### config.mk
export PLATFORM = sky130hd
export DESIGN_NAME = rss_sequencer
export DESIGN_NICKNAME = d
export VERILOG_FILES = /design/src/common/rss_pkg.sv /design/src/verilog/rss_sequencer.sv
export SDC_FILE = /design/constraint.sdc
export NUM_CORES = 1
export LEC_CHECK = 0
export CELL_PAD_IN_SITES_DETAIL_PLACEMENT = 2
export CELL_PAD_IN_SITES_GLOBAL_PLACEMENT = 2
export CORE_MARGIN = 2
export CORE_UTILIZATION = 25
export CTS_BUF_LIST = sky130_fd_sc_hd__clkbuf_2
export CTS_CLUSTER_DIAMETER = 60
export DETAILED_ROUTE_END_ITERATION = 8
export DONT_BUFFER_PORTS = 1
export GPL_TIMING_DRIVEN = 1
export PLACE_DENSITY = 0.57
export SLEW_MARGIN = 30
export SYNTH_ARGS = -nofsm -noshare
export SYNTH_HDL_FRONTEND = slang
export SYNTH_SLANG_ARGS = --single-unit
### constraint.sdc
create_clock -name pclk -period 9 [get_ports pclk]
set_input_delay 0 -clock pclk [delete_from_list [all_inputs] [get_ports pclk]]
set_output_delay 0 -clock pclk [all_outputs]
set_load 0.01 [all_outputs]
### src/common/rss_pkg.sv
package rss_pkg;

  localparam int NUM_RAILS = 6;

  // clock and timebase
  localparam int CLK_PERIOD_NS = 10;
  localparam int TICK_NS       = 10000;
  localparam int TICK_CYCLES   = TICK_NS / CLK_PERIOD_NS;

  // sequence times in their own units
  localparam int WAKE_US      = 100;
  localparam int DLY_BASE_US  = 250;
  localparam int REL_BASE_US  = 1000;
  localparam int RECOV_MS     = 32;

  // the same times as timebase ticks
  localparam logic [13:0] WAKE_TICKS     = 14'(WAKE_US * 1000 / TICK_NS);
  localparam logic [13:0] DLY_BASE_TICKS = 14'(DLY_BASE_US * 1000 / TICK_NS);
  localparam logic [13:0] REL_BASE_TICKS = 14'(REL_BASE_US * 1000 / TICK_NS);
  localparam logic [13:0] RECOV_TICKS    = 14'(RECOV_MS * 1000000 / TICK_NS);

  // register byte offsets
  localparam logic [7:0] OFS_RELEASE_CFG = 8'h00;
  localparam logic [7:0] OFS_STATUS      = 8'h04;
  localparam logic [7:0] OFS_IRQ_STAT    = 8'h08;
  localparam logic [7:0] OFS_IRQ_MASK    = 8'h0C;
  localparam logic [7:0] OFS_RAIL_BASE   = 8'h10;

  // field positions
  localparam int RLS_SEL_LSB   = 0;
  localparam int STS_STATE_LSB = 0;
  localparam int STS_STEP_LSB  = 4;
  localparam int STS_EN_LSB    = 8;
  localparam int STS_GOOD_LSB  = 16;
  localparam int STS_RST_BIT   = 24;
  localparam int IRQ_START     = 0;
  localparam int IRQ_DONE      = 1;
  localparam int IRQ_ABORT     = 2;
  localparam int IRQ_W         = 3;

  // reset values
  localparam logic [2:0]       RELEASE_SEL_RST = 3'h4;
  localparam logic [IRQ_W-1:0] IRQ_MASK_RST    = 3'h7;

  typedef struct packed {
    logic       mode_on;
    logic       rsvd;
    logic [2:0] dly;
    logic [1:0] seq_step_sel;
    logic       seq_include;
  } rss_rail_cfg_t;

  localparam logic [7:0] RAIL_CFG_RST [NUM_RAILS] = '{8'h89, 8'hAB, 8'hA5, 8'hA5, 8'h89, 8'h00};

  typedef enum logic [2:0] {
    ST_OFF     = 3'b000,
    ST_STEP    = 3'b001,
    ST_RELEASE = 3'b010,
    ST_ON      = 3'b011
  } rss_state_t;

endpackage

### src/verilog/rss_sequencer.sv
// Contract
// - button start counts only if held low until the first step-1 rail starts
// - rising power_hold starts a sequence regardless of the button
// - button start needs power_hold high at release time, else turn off
// - after step one starts, button toggles are ignored but still mirrored
// - three steps; included rails placed by step selector 00, 01, 1x
// - step-1 rails start after delay; invalid start event aborts first
// - step-2 delay counts from all step-1 rails good
// - step-3 delay counts from all step-1 and step-2 rails good
// - each rail times its own start from its own delay field
// - step-1 delays add the roughly 100 us wake-up time
// - default delays 0.5 ms, 8 ms and 4 ms for steps one to three
// - release delay from last step good, default code 100 gives 16 ms
// - included rails checked before and after release delay; others ignored
// - after release, mode-on bits set rail enables
// - a rail failing during the steps gets 32 ms to recover, then abort to off
// - bypass-ok rails count good during start-up; raw good reported after
`timescale 1ns/1ps
module rss_sequencer #(
  parameter int TICK_CYCLES = rss_pkg::TICK_CYCLES
) (
  input  wire logic                          pclk,
  input  wire logic                          presetn,
  input  wire logic                          psel,
  input  wire logic                          penable,
  input  wire logic                          pwrite,
  input  wire logic [7:0]                    paddr,
  input  wire logic [31:0]                   pwdata,
  output logic      [31:0]                   prdata,
  output logic                               pready,
  output logic                               pslverr,
  input  wire logic                          start_button_n,
  input  wire logic                          power_hold,
  input  wire logic [rss_pkg::NUM_RAILS-1:0] rail_good,
  input  wire logic [rss_pkg::NUM_RAILS-1:0] rail_bypass_ok,
  output logic      [rss_pkg::NUM_RAILS-1:0] rail_en,
  output logic                               start_mirror_out_n,
  output logic                               host_reset_out_n,
  output logic                               host_reset_oe_n,
  output logic                               irq
);
  import rss_pkg::*;

  localparam int NR = NUM_RAILS;

  function automatic logic [1:0] step_of(input logic [1:0] sel);
    // step 3 takes both 10 and 11
    step_of = sel[1] ? 2'h3 : (sel[0] ? 2'h2 : 2'h1);
  endfunction

  function automatic logic [13:0] pow2_ticks(input logic [13:0] base, input logic [2:0] code);
    pow2_ticks = base << code;
  endfunction

  rss_state_t             state_q, state_d;
  rss_rail_cfg_t [NR-1:0] cfg_q;
  logic [1:0]             step_q, step_d;
  logic                   src_btn_q, src_btn_d;
  logic                   first_on_q, first_on_d;
  logic [NR-1:0]          en_q, en_d;
  logic [13:0]            timer_q;
  logic [13:0]            fail_q;
  logic [15:0]            div_q;
  logic                   tick;
  logic                   restart;
  logic                   ph_prev_q;
  logic                   btn_armed_q;
  logic                   mirror_q;
  logic                   rel_q;
  logic [2:0]             release_sel_q;
  logic [IRQ_W-1:0]       irq_stat_q;
  logic [IRQ_W-1:0]       irq_mask_q;
  logic [IRQ_W-1:0]       irq_ev;
  logic [31:0]            prdata_q;
  logic                   pslverr_q;

  // timebase tick
  // single timebase
  assign tick = (div_q == 16'(TICK_CYCLES - 1));

  always_ff @(posedge pclk or negedge presetn) begin
    if (!presetn) begin
      div_q <= 16'h0000;
    end else if (tick) begin
      div_q <= 16'h0000;
    end else begin
      div_q <= div_q + 16'h0001;
    end
  end

  // sequence decode
  logic [NR-1:0] in_step;
  logic [NR-1:0] due;
  logic [NR-1:0] done_mask;
  logic [NR-1:0] incl_vec;
  logic [NR-1:0] mode_on_vec;
  logic [NR-1:0] ok_vec;
  logic          all_started;
  logic          step_good;
  logic          all_incl_good;
  logic          start_valid;
  logic          ph_rise;
  logic          btn_press;
  logic          dbg_abort;
  logic          fail_exp;
  logic          rel_exp;

  assign ok_vec = rail_good | rail_bypass_ok;

  for (genvar i = 0; i < NR; i++) begin : g_rail
    assign in_step[i]     = cfg_q[i].seq_include && (step_of(cfg_q[i].seq_step_sel) == step_q);
    assign done_mask[i]   = cfg_q[i].seq_include && (step_of(cfg_q[i].seq_step_sel) <= step_q);
    assign incl_vec[i]    = cfg_q[i].seq_include;
    assign mode_on_vec[i] = cfg_q[i].mode_on;
    assign due[i] = in_step[i] && (timer_q >= (pow2_ticks(DLY_BASE_TICKS, cfg_q[i].dly)
                    + ((step_q == 2'h1) ? WAKE_TICKS : 14'h0000)));
  end

  assign all_started   = &(~in_step | en_q);
  assign step_good     = &(~done_mask | ok_vec);
  assign all_incl_good = &(~incl_vec | ok_vec);
  assign start_valid   = src_btn_q ? ~start_button_n : power_hold;
  assign ph_rise       = power_hold && !ph_prev_q;
  assign btn_press     = btn_armed_q && !start_button_n;
  // start event must hold until the first rail starts
  assign dbg_abort     = (step_q == 2'h1) && !first_on_q && !start_valid;
  assign fail_exp      = (fail_q >= RECOV_TICKS);
  assign rel_exp       = (timer_q >= pow2_ticks(REL_BASE_TICKS, release_sel_q));

  always_comb begin
    state_d    = state_q;
    step_d     = step_q;
    src_btn_d  = src_btn_q;
    first_on_d = first_on_q;
    en_d       = en_q;
    restart    = 1'b0;
    irq_ev     = '0;
    case (state_q)
      ST_OFF: begin
        en_d       = '0;
        first_on_d = 1'b0;
        step_d     = 2'h1;
        if (ph_rise) begin
          state_d           = ST_STEP;
          src_btn_d         = 1'b0;
          restart           = 1'b1;
          irq_ev[IRQ_START] = 1'b1;
        end else if (btn_press) begin
          state_d           = ST_STEP;
          src_btn_d         = 1'b1;
          restart           = 1'b1;
          irq_ev[IRQ_START] = 1'b1;
        end
      end
      ST_STEP: begin
        // abort before switching on, or after failed recovery
        if (dbg_abort || fail_exp) begin
          state_d           = ST_OFF;
          en_d              = '0;
          irq_ev[IRQ_ABORT] = 1'b1;
        end else begin
          en_d       = en_q | due;
          first_on_d = first_on_q | (|due);
          // next step timer starts from step good
          if (all_started && step_good) begin
            restart = 1'b1;
            if (step_q == 2'h3) begin
              state_d = ST_RELEASE;
            end else begin
              step_d = step_q + 2'h1;
            end
          end
        end
      end
      ST_RELEASE: begin
        if (rel_exp) begin
          // second check and power_hold at release time
          if (all_incl_good && power_hold) begin
            state_d          = ST_ON;
            en_d             = mode_on_vec;
            irq_ev[IRQ_DONE] = 1'b1;
          end else begin
            state_d           = ST_OFF;
            en_d              = '0;
            irq_ev[IRQ_ABORT] = 1'b1;
          end
        end
      end
      ST_ON: begin
        en_d = mode_on_vec;
        if (!power_hold) begin
          state_d = ST_OFF;
          en_d    = '0;
        end
      end
      default: begin
        state_d = ST_OFF;
        en_d    = '0;
      end
    endcase
  end

  always_ff @(posedge pclk or negedge presetn) begin
    if (!presetn) begin
      state_q    <= ST_OFF;
      step_q     <= 2'h1;
      src_btn_q  <= 1'b0;
      first_on_q <= 1'b0;
      en_q       <= '0;
      rel_q      <= 1'b0;
    end else begin
      state_q    <= state_d;
      step_q     <= step_d;
      src_btn_q  <= src_btn_d;
      first_on_q <= first_on_d;
      en_q       <= en_d;
      // reset released only on entry to on, never a glitch
      rel_q      <= (state_d == ST_ON);
    end
  end

  always_ff @(posedge pclk or negedge presetn) begin
    if (!presetn) begin
      timer_q <= 14'h0000;
    end else if (restart) begin
      timer_q <= 14'h0000;
    end else if (tick && (timer_q != 14'h3FFF)) begin
      timer_q <= timer_q + 14'h0001;
    end
  end

  // counts only while a started rail is not yet good
  always_ff @(posedge pclk or negedge presetn) begin
    if (!presetn) begin
      fail_q <= 14'h0000;
    end else if (restart || (state_q != ST_STEP) || !(all_started && !step_good)) begin
      fail_q <= 14'h0000;
    end else if (tick) begin
      fail_q <= fail_q + 14'h0001;
    end
  end

  // button re-arms only once released in off, so a held button cannot loop
  always_ff @(posedge pclk or negedge presetn) begin
    if (!presetn) begin
      ph_prev_q   <= 1'b0;
      btn_armed_q <= 1'b0;
      mirror_q    <= 1'b1;
    end else begin
      ph_prev_q <= power_hold;
      mirror_q  <= start_button_n;
      if (state_q != ST_OFF) begin
        btn_armed_q <= 1'b0;
      end else if (start_button_n) begin
        btn_armed_q <= 1'b1;
      end
    end
  end

  assign rail_en            = en_q;
  assign start_mirror_out_n = mirror_q;
  assign host_reset_out_n   = 1'b0;
  assign host_reset_oe_n    = rel_q;

  // register bus
  logic        wr_en;
  logic        rd_setup;
  logic        hit_rls;
  logic        hit_sts;
  logic        hit_ist;
  logic        hit_msk;
  logic        hit_rail;
  logic [7:0]  rail_ofs;
  logic [2:0]  rail_idx;
  logic        addr_ok;
  logic [31:0] rdata;
  logic [31:0] status_word;

  assign rail_ofs = paddr - OFS_RAIL_BASE;
  assign rail_idx = rail_ofs[4:2];
  assign hit_rls  = (paddr == OFS_RELEASE_CFG);
  assign hit_sts  = (paddr == OFS_STATUS);
  assign hit_ist  = (paddr == OFS_IRQ_STAT);
  assign hit_msk  = (paddr == OFS_IRQ_MASK);
  assign hit_rail = (paddr >= OFS_RAIL_BASE) && (rail_ofs[1:0] == 2'h0) && (rail_ofs[7:2] < 6'(NR));
  assign addr_ok  = hit_rls || hit_sts || hit_ist || hit_msk || hit_rail;
  assign wr_en    = psel && penable && pwrite && addr_ok;
  assign rd_setup = psel && !penable;

  // raw good reported, bypass not folded in
  assign status_word = (32'(state_q) << STS_STATE_LSB) | (32'(step_q) << STS_STEP_LSB)
                     | (32'(en_q) << STS_EN_LSB) | (32'(rail_good) << STS_GOOD_LSB)
                     | (32'(rel_q) << STS_RST_BIT);

  assign rdata = hit_rls  ? (32'(release_sel_q) << RLS_SEL_LSB) :
                 hit_sts  ? status_word :
                 hit_ist  ? 32'(irq_stat_q) :
                 hit_msk  ? 32'(irq_mask_q) :
                 hit_rail ? 32'(cfg_q[rail_idx] & 8'hBF) : 32'h0000_0000;

  always_ff @(posedge pclk or negedge presetn) begin
    if (!presetn) begin
      prdata_q  <= 32'h0000_0000;
      pslverr_q <= 1'b0;
    end else if (rd_setup) begin
      prdata_q  <= pwrite ? 32'h0000_0000 : rdata;
      pslverr_q <= !addr_ok;
    end
  end

  assign prdata  = prdata_q;
  assign pslverr = pslverr_q && psel && penable;
  assign pready  = 1'b1;

  always_ff @(posedge pclk or negedge presetn) begin
    if (!presetn) begin
      release_sel_q <= RELEASE_SEL_RST;
      irq_mask_q    <= IRQ_MASK_RST;
      for (int i = 0; i < NR; i++) begin
        cfg_q[i] <= rss_rail_cfg_t'(RAIL_CFG_RST[i]);
      end
    end else if (wr_en) begin
      if (hit_rls) begin
        release_sel_q <= pwdata[RLS_SEL_LSB +: 3];
      end
      if (hit_msk) begin
        irq_mask_q <= pwdata[IRQ_W-1:0];
      end
      if (hit_rail) begin
        cfg_q[rail_idx] <= rss_rail_cfg_t'(pwdata[7:0] & 8'hBF);
      end
    end
  end

  // sticky status; a new event wins over a same-cycle clear
  always_ff @(posedge pclk or negedge presetn) begin
    if (!presetn) begin
      irq_stat_q <= '0;
    end else if (wr_en && hit_ist) begin
      irq_stat_q <= (irq_stat_q & ~pwdata[IRQ_W-1:0]) | irq_ev;
    end else begin
      irq_stat_q <= irq_stat_q | irq_ev;
    end
  end

  assign irq = |(irq_stat_q & ~irq_mask_q);

endmodule

======== Word-level counts from Yosys, hierarchy flattened ========
Cells that the tools add are included.
Widths: inputs -> output; s select.
operators by class
  eq/ne operators ......................... 22
  add/subtract/negate cells ............... 11
  bitwise operators ....................... 20
  shift-type cells ........................ 7
  reduce and logical (&&, ||, !) cells .... 71
  multiplexer cells ....................... 67
  magnitude comparators ................... 18
operators with widths
  kind                   count
  $ge 14x14->1           7
  $shl 5x3->14 const A   6
  $mux 25                3
  $add 14x14->14         5
  $mux 14                4
  $bwmux 48              1
  $mux 8                 5
  $logic_and 1x1->1      36
  $mux 2                 17
  $or 6x6->6             5
  $add 14x1->14 const B  2
  $or 22x25->25          1
  $bmux 8 s3             1
  $demux 8 s3            1
  $mux 3                 8
  $mux 6                 4
  $or 14x22->22          1
  $not 6->6              3
  $pmux 6 s3             1
  $reduce_and 6->1       3
  $add 16x1->16 const B  1
  $eq 16x10->1 const B   1
  $eq 8x4->1 const B     2
  $mux 16                1
  other kinds (42)       97
word-level totals
  logic and storage cells ................. 263
  register bits ........................... 151
  input bits .............................. 59

======== Logic depth before layout (Yosys ltp) ========
Gate-level depths: netlist of the first run.
  depth after elaboration ................. 14
  depth in mapped cells ................... 19

======== Worst setup path before layout of the first run ========
Ideal clock, no wire load.
  path type ............................... register -> register
  start ................................... register step_q[0]
  end ..................................... register first_on_q
  required time ........................... 8.864 ns
  path slack .............................. 5.271 ns
  setup time .............................. 0.136 ns
  arrival time ............................ 3.592 ns
  cell stages (with the launch flop) ...... 16
  cell sequence ........................... dfstp_2 -> ha_1 -> ha_1 -> ha_1 -> nand2b_1 -> a31o_2 -> nand4b_1 -> nor2_1 -> o21ai_0 -> ha_1 -> a2111oi_0 -> o221a_2 -> o311a_1 -> a211oi_1 -> a2111oi_0 -> a31oi_1
on the way
  word-level cells in the longest chain between the ends .. 9
  elaborated cells between the ends (all ways) .. 41
  those cells by class .................... 6 x add/sub; 6 x order compare; 8 x eq/ne; 3 x mux; 1 x bitwise; 17 x reduce/logical
ends and longest elaborated chain
  element                                          line                                        source
  start, declared                                  rss_sequencer.sv:57                         logic [1:0] step_q, step_d;
  start signal, assigned                           rss_sequencer.sv:213                        step_q <= step_d;
  $eq 2x1->1                                       rss_sequencer.sv:116, rss_sequencer.sv:126
  $mux 4                                           rss_sequencer.sv:116                        + ((step_q == 2'h1) ? WAKE_TICKS : 14'h0000)));
  $add 14x14->14 or $add 14x4->14 (tied branches)  rss_sequencer.sv:116
  $ge 14x14->1                                     rss_sequencer.sv:115                        assign due[i] = in_step[i] && (timer_q >= (pow2_ticks(DLY_BASE_TICKS, cfg_q[i].dly)
  $logic_and 1x1->1                                rss_sequencer.sv:115
  $reduce_or 6->1                                  rss_sequencer.sv:163                        first_on_d = first_on_q | (|due);
  $or 1x1->1                                       rss_sequencer.sv:163
  $mux 1                                           rss_sequencer.sv:157                        if (dbg_abort || fail_exp) begin
  $pmux 1 s2                                       rss_sequencer.sv:138                        case (state_q)
  end signal, assigned                             rss_sequencer.sv:215                        first_on_q <= first_on_d;
  end, declared                                    rss_sequencer.sv:59                         logic first_on_q, first_on_d;
Several ways; a longest one is shown, not always the timed one. The select of a mux whose other input is x is not followed.
A chain may end at the register's enable or synchronous reset.

======== Worst setup path in the final report of the first run ========
  start ................................... register step_q[1]
  end ..................................... register first_on_q
The elaborated chain is that of the path after synthesis.

==> results of run 1 <==
-- state kept, by name (all words and copies together) (netlist names), 6 cells and up --
name     cells
fail_q      14
prdata      20
cfg_q       42
timer_q     14
rail_en      6
div_q       16
-- kinds of logic (layout without fill, tap and decap cells) --
logic type	after synthesis	in the layout	share of synthesized area
other	2	22	0.000688
AND/OR/NAND/NOR	358	358	0.172
flip-flops	133	133	0.308
AO/OA/AOI/OAI	233	233	0.148
buffers and inverters	111	145	0.0471
adder cells (fa/ha/maj)	153	153	0.175
XOR/XNOR	77	77	0.0618
multiplexers	77	77	0.0877
-- where the power goes --
group / internal, W / switching, W / leakage [nW] / total, W
sequential: 0.000612 / 0.0000195 / 1.73 / 0.000631
clock: 0.000121 / 0.000290 / 0.160 / 0.000412
combinational: 0.000114 / 0.000165 / 3.59 / 0.000280
-- worst register-to-register path, cell delays in order, from the launching register on --
cell	delay (ns)
dfrtp_1	0.49
inv_1	0.38
ha_1	0.23
buf_4	0.28
ha_1	0.28
ha_1	0.22
nand2b_1	0.08
a31o_2	0.26
nand4b_1	0.23
nor2_1	0.13
o21ai_0	0.09
ha_1	0.32
a211o_1	0.32
a2111oi_0	0.43
a21oi_1	0.33
a2111oi_0	0.49
a31oi_1	0.13
-- cell type report --
class / count / share of cell area
Sequential cell: 133 / 0.273
Clock inverter: 15 / 0.0146
Multi-Input combinational cell: 919 / 0.578
Tap cell: 585 / 0.0594
Clock buffer: 17 / 0.00690
Inverter: 52 / 0.0158
Timing Repair Buffer: 61 / 0.0524
Antenna cell: 1 / 0.000203
-- timing repair --
item	in CTS	in global routing
endpoints found under the hold margin	218	0
hold buffers	57	0
setup buffers	0	0
-- cells in the final DEF (no fill, tap or decap), types with 9 or more instances in the layout --
| cell type | instances |
|---|---|
| ha_1 | 153 |
| dfrtp_1 | 108 |
| nor2_1 | 91 |
| nand2_1 | 83 |
| dlygate4sd3_1 | 54 |
| inv_1 | 51 |
| a21oi_1 | 51 |
| mux2_2 | 47 |
| xnor2_1 | 46 |
| o21ai_0 | 39 |
| nor2b_1 | 35 |
| xor2_1 | 31 |
| nand3_1 | 31 |
| dfstp_2 | 25 |
| nand4_1 | 21 |
| conb_1 | 21 |
| nand2b_1 | 19 |
| and3_1 | 17 |
| clkbuf_2 | 17 |
| mux2i_1 | 15 |
| a22oi_1 | 15 |
| a22o_1 | 14 |
| a211oi_1 | 12 |
| a21o_1 | 11 |
| o22ai_1 | 10 |
| nand4b_1 | 9 |
| nor3b_1 | 9 |
-- metrics by stage --
step | std cells | setup WS, ns | util
global route | 1783 | 3.75 | 0.286
floorplan | 1163 | 5.27 | -
global placement | 1692 | 4.32 | 0.265
finish | 1783 | 4.19 | 0.286
detailed placement | 1693 | 4.22 | 0.266
CTS | 1782 | 4.18 | 0.286
-- worst min-delay path by stage --
stage / startpoint / to / slack (ns) / depth (start not counted)
detailed placement: presetn / cfg_q[43]$_DFFE_PN0P_ / -0.29 / 0
floorplan: presetn / btn_armed_q$_DFFE_PN0P_ / -0.30 / 0
finish: rail_bypass_ok[4] / state_q[1]$_DFF_PN0_ / 0.09 / 4
global route: pwdata[7] / cfg_q[47]$_DFFE_PN0P_ / 0.03 / 2
global placement: presetn / cfg_q[43]$_DFFE_PN0P_ / -0.29 / 0
CTS: rail_bypass_ok[4] / state_q[1]$_DFF_PN0_ / 0.02 / 4
-- per-layer routing --
layer	track usage	vias up
met5	0	-
met2	0.281	81
met3	0.0199	22
met1	0.231	4537
li1	-	4198
met4	0.0352	0
==> impl_results.md, run 1 <==
- Sequential Area: 0.00336 mm²
- Inserted Clock Buffers: 17
- Pleak: 5.48 nW
- Initial cell density of the core: 0.253
- Number of flops mapped to enable cells by yosys: 0
- R2r setup slk: 4.19 ns
- Syn Std Cell Area: 0.0109 mm²
- CTS resizes: 0
- Maximum vdd drop: 0.0601 mV
- Share of flip-flops with an asynchronous set or reset: 1.00
- Final std cell area, no fill: 0.0123 mm²
- CP Max Fanout: 17
- Max incr delay on CP: 0.49 ns
- CTS tree: done
- Routed WL per cell: 20.6 µm
- Power per cell area: 107 mW/mm²
- Area growth syn-to-layout: 12.9%
- Most common cell in the netlist: ha_1
- Total Power: 0.00132 W
- Hold_ws: 0.0944 ns
- Buffers on Ports: 0
- CTS max path bufs: 2
- Critical setup path kind: reg -> reg
- Filler instances: 4817
- CP Depth: 16
- Root buffer cell: clkbuf_2
- Final TNS setup: 0 ns
- Metal-1 WL: 17.9 mm
- Reg2reg start: step_q[1]$_DFFE_PN0P_
- RSZ-0062 raised after global routing: no
- Clock Skews: 0.0496 ns
- Clk_lat worst skew: 0.76 ns
- Largest net degree at the start of global routing: 109
- Top cell type's share of synthesized area: 0.248
- Die H: 213 µm
- Mapped Cells: 1144
- First-pass GRT wire length: 57.7 mm
- Placer congestion estimate: 0.748
- Capturing point of the worst reg2reg path: first_on_q$_DFFE_PN0P_
- Synth warnings: 0
- Critical path origin: step_q[1]$_DFFE_PN0P_
- Rows: 76
- Cell variety after synth: 75
- CP delay by family, top: compound AO/OA/AOI/OAI gates
- Die area: 0.0454 mm²
- Total vias in the final route: 8838
- Post-synth top flop: dfrtp_1
- Slew HR: 0.386
- Crit path to: first_on_q$_DFFE_PN0P_
- GR Overflow Total: 0
- Register area share after synthesis: 0.308
- Top sig layer: met4
- Reg2Reg Depth: 16
- Vias/cell: 4.96
- Worst Setup End Kind: flop
- Detailed Route WL: 36.7 mm
- Clk slew on worst S/H paths: 0.24 ns
- Clock sinks: 133
- Share of layout cells above drive strength 1: 0.129
- Crit path launch type: flop
- Avg Cell Area, Syn: 9.54 µm²
- Met2 WL post-DR: 17.6 mm
- DP HPWL: 26.1 mm
- Via count of the first global-routing pass: 9535
- Buf/Inv on CP: 2
- Die Wd: 213 µm
- Cell taking the most area after synthesis: dfrtp_1
- Multi-input logic area: 0.00713 mm²
- Worst Path Required: 9.63 ns
- Slowest-stage cell, CP: dfrtp_1
- Htree depth: 4
- Fmax: 0.208 GHz
- Iteration-0 DRC Markers: 308
- Routed length on met3: 765 µm
- Outcome: complete, no violations
- Drt first pass iters: 4
- Most frequent cells after synthesis: 153 x ha_1, 108 x dfrtp_1, 91 x nor2_1
- Min-Delay Path Class: in -> reg
- Minimum clock period: 4.81 ns
- Worst EP arrival: 5.43 ns
- DP Area: 0.0114 mm²
- Antenna viol nets, final: 0
- Nets: 1396
- Final hold vios: 0
- Post-route DRC: 0
- Final worst-path cycle share: 0.534
- Setup violators final: 0
- CP Cell Sequence: inv_1 -> ha_1 -> buf_4 -> ha_1 -> ha_1 -> nand2b_1 -> a31o_2 -> nand4b_1 -> nor2_1 -> o21ai_0 -> ha_1 -> a211o_1 -> a2111oi_0 -> a21oi_1 -> a2111oi_0 -> a31oi_1
- Top cells by area, synth: dfrtp_1 25%, ha_1 18%, dfstp_2 6.0%
- # IOs: 103
- Total track usage: 0.168
- MaxCap Viol Count: 0
- Max-slew violation count: 0
- Critical Path Most Common Cell: ha_1
- Initial antenna violation count: 1
- Worst Tran Pin Value: 0.911 ns
- #FFs+latches synth: 133
- CORE AREA: 0.0431 mm²
No activity file was read; power rests on OpenSTA's default activity.
==> inputs of run 2 (changes only) <==
--- a/config.mk
+++ b/config.mk
@@ -14,7 +14,7 @@
 export DETAILED_ROUTE_END_ITERATION = 8
 export DONT_BUFFER_PORTS = 1
 export GPL_TIMING_DRIVEN = 1
-export PLACE_DENSITY = 0.57
+export PLACE_DENSITY = 0.58
 export SLEW_MARGIN = 30
 export SYNTH_ARGS = -nofsm -noshare
 export SYNTH_HDL_FRONTEND = slang
==> constraint.sdc (replaced) <==
create_clock -name pclk -period 4 [get_ports pclk]
set_input_delay 0 -clock pclk [delete_from_list [all_inputs] [get_ports pclk]]
set_output_delay 0 -clock pclk [all_outputs]
set_load 0.01 [all_outputs]
==> impl_results.md, run 2 (same netlist as run 1, synthesis figures left out) <==
- CTS max path bufs: 2
- Most frequent cells in the layout: 144 x ha_1, 107 x dfrtp_1, 91 x nor2_1
- Power per cell area: 236 mW/mm²
- Sw Share: 0.351
- Pint: 0.00200 W
- CORE AREA: 0.0431 mm²
- Hold depth: 3
- Worst Tran Pin Value: 0.873 ns
- Antenna viol nets, final: 0
- # placed instances: 1743
- Fin cells: 1845
- Detailed Route WL: 39.4 mm
- Post-route core utilization: 0.303
- Clock sinks: 133
- Largest net degree at the start of global routing: 109
- Initial cell density of the core: 0.253
- Nets: 1457
- Setup violators final: 0
- Final hold vios: 0
- Slew HR: 0.416
- Hold path endpoint: prdata[4]$_DFFE_PN0P_
- Root buffer cell: clkbuf_2
- Biggest register: cfg_q
- Via count of the first global-routing pass: 9954
- Placer congestion estimate: 0.788
- Minimum clock period: 3.78 ns
- M2 GR Usage: 0.309
- CTS tree: done
- Clock share of power: 0.309
- MaxCap Viol Count: 0
- First-pass GRT wire length: 60.9 mm
- Critical Path Most Common Cell: ha_1
- RSZ-0062 raised after global routing: yes
- GR Overflow Total: 0
- Post-route DRC: 0
- Vias/cell: 4.93
- Min-Delay Path Class: in -> reg
- Met3 Use GR: 0.0254
- Dpl ws: -0.159 ns
- Reported net switching power: 0.00108 W
- Slowest-stage cell, CP: dfstp_2
- CP Cell Sequence: ha_1 -> nor2b_1 -> ha_1 -> ha_1 -> nand2_1 -> a311oi_2 -> nand3_1 -> xor2_1 -> mux2i_1 -> ha_1 -> a2111oi_2 -> a211o_1 -> a21oi_1 -> o21ai_2 -> buf_4 -> o2bb2ai_1 -> a22o_1
- Hold_sp: paddr[4]
- Crit path launch type: flop
- Total track usage: 0.179
- Die area: 0.0454 mm²
- Number of flip-flops under the largest register name: 42
- Die H: 213 µm
- Reg2Reg Depth: 17
- Final worst-path cycle share: 0.946
- Logic pwr share: 0.236
- Clock Skews: 0.0647 ns
- Iteration-0 DRC Markers: 352
- Pleak: 5.82 nW
- Worst Path Required: 4.77 ns
- Maximum vdd drop: 0.125 mV
- Capturing point of the worst reg2reg path: rail_en[4]$_DFFE_PN0P_
- R2r setup slk: 0.22 ns
- Htree depth: 4
- Share of layout cells above drive strength 1: 0.191
- Sequential power share: 0.455
- Worst Setup End Kind: flop
- Rows: 76
- GR peak layer: met2
- Met1 Usage GRT: 0.236
- Routed WL per cell: 21.4 µm
- Buffers on Ports: 0
- Critical setup path kind: reg -> reg
- Drt first pass iters: 4
- Initial antenna violation count: 1
- Worst EP arrival: 4.55 ns
- Most common cell after layout, fill and taps aside: ha_1
- Reg2reg start: cfg_q[35]$_DFFE_PN1P_
- CP Max Fanout: 3
- Fmax: 0.264 GHz
- Die Wd: 213 µm
- Max incr delay on CP: 0.59 ns
- Area growth syn-to-layout: 19.6%
- Inserted Clock Buffers: 17
- Outcome: complete, no violations
- # IOs: 103
- Total vias in the final route: 9089
- Max-slew violation count: 0
- DP HPWL: 27.7 mm
- Clk slew on worst S/H paths: 0.24 ns
- Final WS setup: 0.218 ns
- Clk_lat worst skew: 0.88 ns
==> run 2: worst max-delay path by stage <==
stage                               start                     end  slack [ns]  cells after the start
finish              cfg_q[35]$_DFFE_PN1P_  rail_en[4]$_DFFE_PN0P_        0.22                     17
detailed placement  step_q[0]$_DFFE_PN1P_  first_on_q$_DFFE_PN0P_       -0.16                     16
global route         cfg_q[3]$_DFFE_PN1P_  first_on_q$_DFFE_PN0P_       -0.06                     16
global placement    step_q[0]$_DFFE_PN1P_  first_on_q$_DFFE_PN0P_        0.04                     16
floorplan           step_q[0]$_DFFE_PN1P_  first_on_q$_DFFE_PN0P_        0.27                     15
CTS                 step_q[0]$_DFFE_PN1P_  first_on_q$_DFFE_PN0P_       0.009                     16
==> run 2: critical path: cells and delay by family (launching register included) <==
family	cells	cell delay, ns
multiplexers	1	0.10
XOR/XNOR	1	0.19
flip-flops	1	0.59
AO/OA/AOI/OAI	7	1.33
buffers and inverters	1	0.15
AND/OR/NAND/NOR	3	0.43
adder cells (fa/ha/maj)	4	0.92
==> run 2: through the flow <==
stage	setup TNS (ns)	total power, W	hold WS, ns	instance area [µm²]
3_3_place_gp	0	0.00202	-0.288	11800
3_5_place_dp	-0.159	0.00204	-0.289	11800
2_1_floorplan	0	0.00185	-0.296	11000
5_1_grt	-0.163	0.00328	0.0382	13100
4_1_cts	0	0.00313	0.00362	12800
6_report	0	0.00309	0.101	13100
==> run 2: cell type report <==
cell class / count / area, µm²
Fill cell: 4747 / 30000
Multi-Input combinational cell: 919 / 7350
Sequential cell: 133 / 3360
Timing Repair Buffer: 122 / 1160
Tap cell: 585 / 732
Inverter: 52 / 195
Clock inverter: 14 / 164
Clock buffer: 18 / 90.1
Antenna cell: 2 / 5.00
==> run 2: per-layer routing <==
layer,up-vias,routed length (µm),part of all wire
met4,0,644,0.016
li1,4316,-,-
met5,-,0,0
met1,4628,18000,0.46
met2,110,19800,0.50
met3,35,987,0.025
==> run 2: power by group through the flow <==
| stage | Sequential [W] | Clock [W] | Combinational [W] |
|---|---|---|---|
| after floorplan | 0.00142 | 0 | 0.000435 |
| after global placement | 0.00142 | 0 | 0.000594 |
| after detailed placement | 0.00142 | 0 | 0.000612 |
| after CTS | 0.00140 | 0.00101 | 0.000722 |
| after global routing | 0.00141 | 0.00105 | 0.000819 |
| final | 0.00140 | 0.000953 | 0.000729 |
==> run 2: timing repair <==
item,4_1_cts,5_1_grt
pin swaps,0,9
hold buffers,64,1
hold endpoints to repair,219,1
setup buffers,0,3
setup endpoints to repair,3,9
gates resized for setup,3,49
==> inputs of run 3 (changes only) <==
--- a/config.mk
+++ b/config.mk
@@ -8,13 +8,14 @@
 export CELL_PAD_IN_SITES_DETAIL_PLACEMENT = 2
 export CELL_PAD_IN_SITES_GLOBAL_PLACEMENT = 2
 export CORE_MARGIN = 2
-export CORE_UTILIZATION = 25
+export CORE_UTILIZATION = 37
 export CTS_BUF_LIST = sky130_fd_sc_hd__clkbuf_2
 export CTS_CLUSTER_DIAMETER = 60
 export DETAILED_ROUTE_END_ITERATION = 8
 export DONT_BUFFER_PORTS = 1
 export GPL_TIMING_DRIVEN = 1
-export PLACE_DENSITY = 0.58
+export PLACE_DENSITY = 0.8
+export RECOVER_POWER = 25
 export SLEW_MARGIN = 30
 export SYNTH_ARGS = -nofsm -noshare
 export SYNTH_HDL_FRONTEND = slang
==> impl_results.md, run 3 (same netlist as run 1, synthesis figures left out) <==
- RSZ-0062 raised after global routing: yes
- GR Overflow Total: 0
- Minimum clock period: 4.13 ns
- MaxCap Viol Count: 2
- Hold_ws: 0.0820 ns
- Failing checks: max-capacitance violations, max-slew violations, negative setup slack
- DP HPWL: 27.3 mm
- CTS max path bufs: 2
- Pleak: 5.69 nW
- Worst Tran Pin Value: 1.84 ns
- # IOs: 103
- CTS tree: done
- Die Wd: 176 µm
- Placer congestion estimate: 0.844
- Clk slew on worst S/H paths: 0.31 ns
- Outcome: finished, violations left
- Share of layout cells above drive strength 1: 0.198
- Buffers on Ports: 0
- Nets: 1435
- Die area: 0.0309 mm²
- Most frequent cells in the layout: 138 x ha_1, 106 x dfrtp_1, 90 x nor2_1
- Total vias in the final route: 9952
- Initial cell density of the core: 0.378
- Detailed Route WL: 46.9 mm
- Clock sinks: 133
- Initial antenna violation count: 1
- Power per cell area: 250 mW/mm²
- Via count of the first global-routing pass: 10700
- Final std cell area, no fill: 0.0126 mm²
- Clock Skews: 0.0504 ns
- DP Area: 0.0114 mm²
- Final hold vios: 0
- CORE AREA: 0.0289 mm²
- Iteration-0 DRC Markers: 727
- Drt first pass iters: 5
- Most common cell after layout, fill and taps aside: ha_1
- Final worst-path cycle share: 1.03
- Htree depth: 4
- CP Max Fanout: 4
- Fmax: 0.242 GHz
- Worst Path Required: 4.75 ns
- Final WS setup: -0.126 ns
- Critical setup path kind: reg -> reg
- Rows: 62
- Slew HR: -0.224
- Post-route DRC: 0
- Worst Setup End Kind: flop
- Area growth syn-to-layout: 15.2%
- Inserted Clock Buffers: 17
- Crit path launch type: flop
- Vias/cell: 6.14
- Max-slew violation count: 136
- First-pass GRT wire length: 65.9 mm
- Antenna viol nets, final: 0
- Number of flip-flops under the largest register name: 42
- Total track usage: 0.280
- Maximum vdd drop: 0.181 mV
- Root buffer cell: clkbuf_2
- Die H: 176 µm
- Biggest register: cfg_q
- Clk_lat worst skew: 0.85 ns
- Largest net degree at the start of global routing: 109
- Min-Delay Path Class: in -> reg
- Setup violators final: 3
- Worst EP arrival: 4.87 ns
- Routed WL per cell: 28.9 µm
run 3: cell count changes in the layout (fill, tap and decap cells not counted), moves of 3 or more:
cell,previous run,this run
buf_4,53,46
dlygate4sd3_1,61,49
ha_1,144,138
ha_2,6,14
o21ai_0,38,35
run 3: critical path, stage by stage (launching register included):
cell	delay, ns
dfrtp_1	0.53
inv_1	0.19
ha_1	0.20
nor2b_2	0.15
ha_2	0.20
ha_2	0.20
nand2b_1	0.07
a31o_2	0.28
nand4b_1	0.24
nor2_1	0.13
o21ai_0	0.13
ha_1	0.36
a211o_1	0.37
a2111oi_4	0.31
a21oi_2	0.16
a2111oi_4	0.37
a31oi_1	0.13
run 3: cell type report:
type | instances | area (µm²)
inverters | 52 | 195
fillers | 3064 | 16300
multi-input cells | 919 | 7390
clock inverters | 15 | 160
flip-flops and latches | 133 | 3360
repair buffers | 100 | 898
well taps | 384 | 480
clock buffers | 17 | 85.1
diodes | 1 | 2.50
run 3: timing repair:
action	CTS	global route
gates resized for setup	16	51
pin swaps	4	20
setup buffers	0	11
hold endpoints to repair	218	15
hold buffers	49	3
setup endpoints to repair	5	7
run 3: layer usage:
layer / wire, µm / up-vias / GRT usage / part of all wire
li1: - / 4267 / - / -
met1: 18600 / 5088 / 0.338 / 0.40
met4: 2790 / 0 / 0.112 / 0.060
met3: 2470 / 181 / 0.0489 / 0.053
met5: 0 / - / 0 / 0
met2: 23000 / 416 / 0.495 / 0.49
run 3: path summary, 6_finish.rpt:
| kind | from | to | slack, ns | cells after the start |
|---|---|---|---|---|
| max in group asynchronous | presetn | cfg_q[27]$_DFFE_PN0P_ | 0.51 | 4 |
| min in group asynchronous | presetn | release_sel_q[2]$_DFFE_PN1P_ | 1.45 | 3 |
| max | cfg_q[12]$_DFFE_PN0P_ | first_on_q$_DFFE_PN0P_ | -0.13 | 16 |
| min | paddr[5] | prdata[1]$_DFFE_PN0P_ | 0.08 | 5 |
| min reg2reg | div_q[0]$_DFF_PN0_ | div_q[0]$_DFF_PN0_ | 0.49 | 1 |
| max reg2reg | cfg_q[12]$_DFFE_PN0P_ | first_on_q$_DFFE_PN0P_ | -0.13 | 16 |
run 3: power breakdown:
| group | total, W | switching [W] | leakage (nW) | internal, W |
|---|---|---|---|---|
| logic | 0.000777 | 0.000478 | 3.81 | 0.000299 |
| registers | 0.00141 | 0.0000313 | 1.73 | 0.00138 |
| clock network | 0.000964 | 0.000708 | 0.147 | 0.000256 |
| total | 0.00315 | 0.00122 | 5.69 | 0.00193 |
run 3: through the flow:
stage	worst slack, ns	std cells	TNS (ns)	total power [W]	util
2_1_floorplan	0.271	1163	0	0.00185	-
3_3_place_gp	0.00792	1525	0	0.00198	0.397
5_1_grt	-0.241	1621	-0.785	0.00325	0.436
6_report	-0.126	1621	-0.255	0.00315	0.436
3_5_place_dp	-0.266	1525	-0.441	0.00202	0.397
4_1_cts	0.00360	1606	0	0.00304	0.425
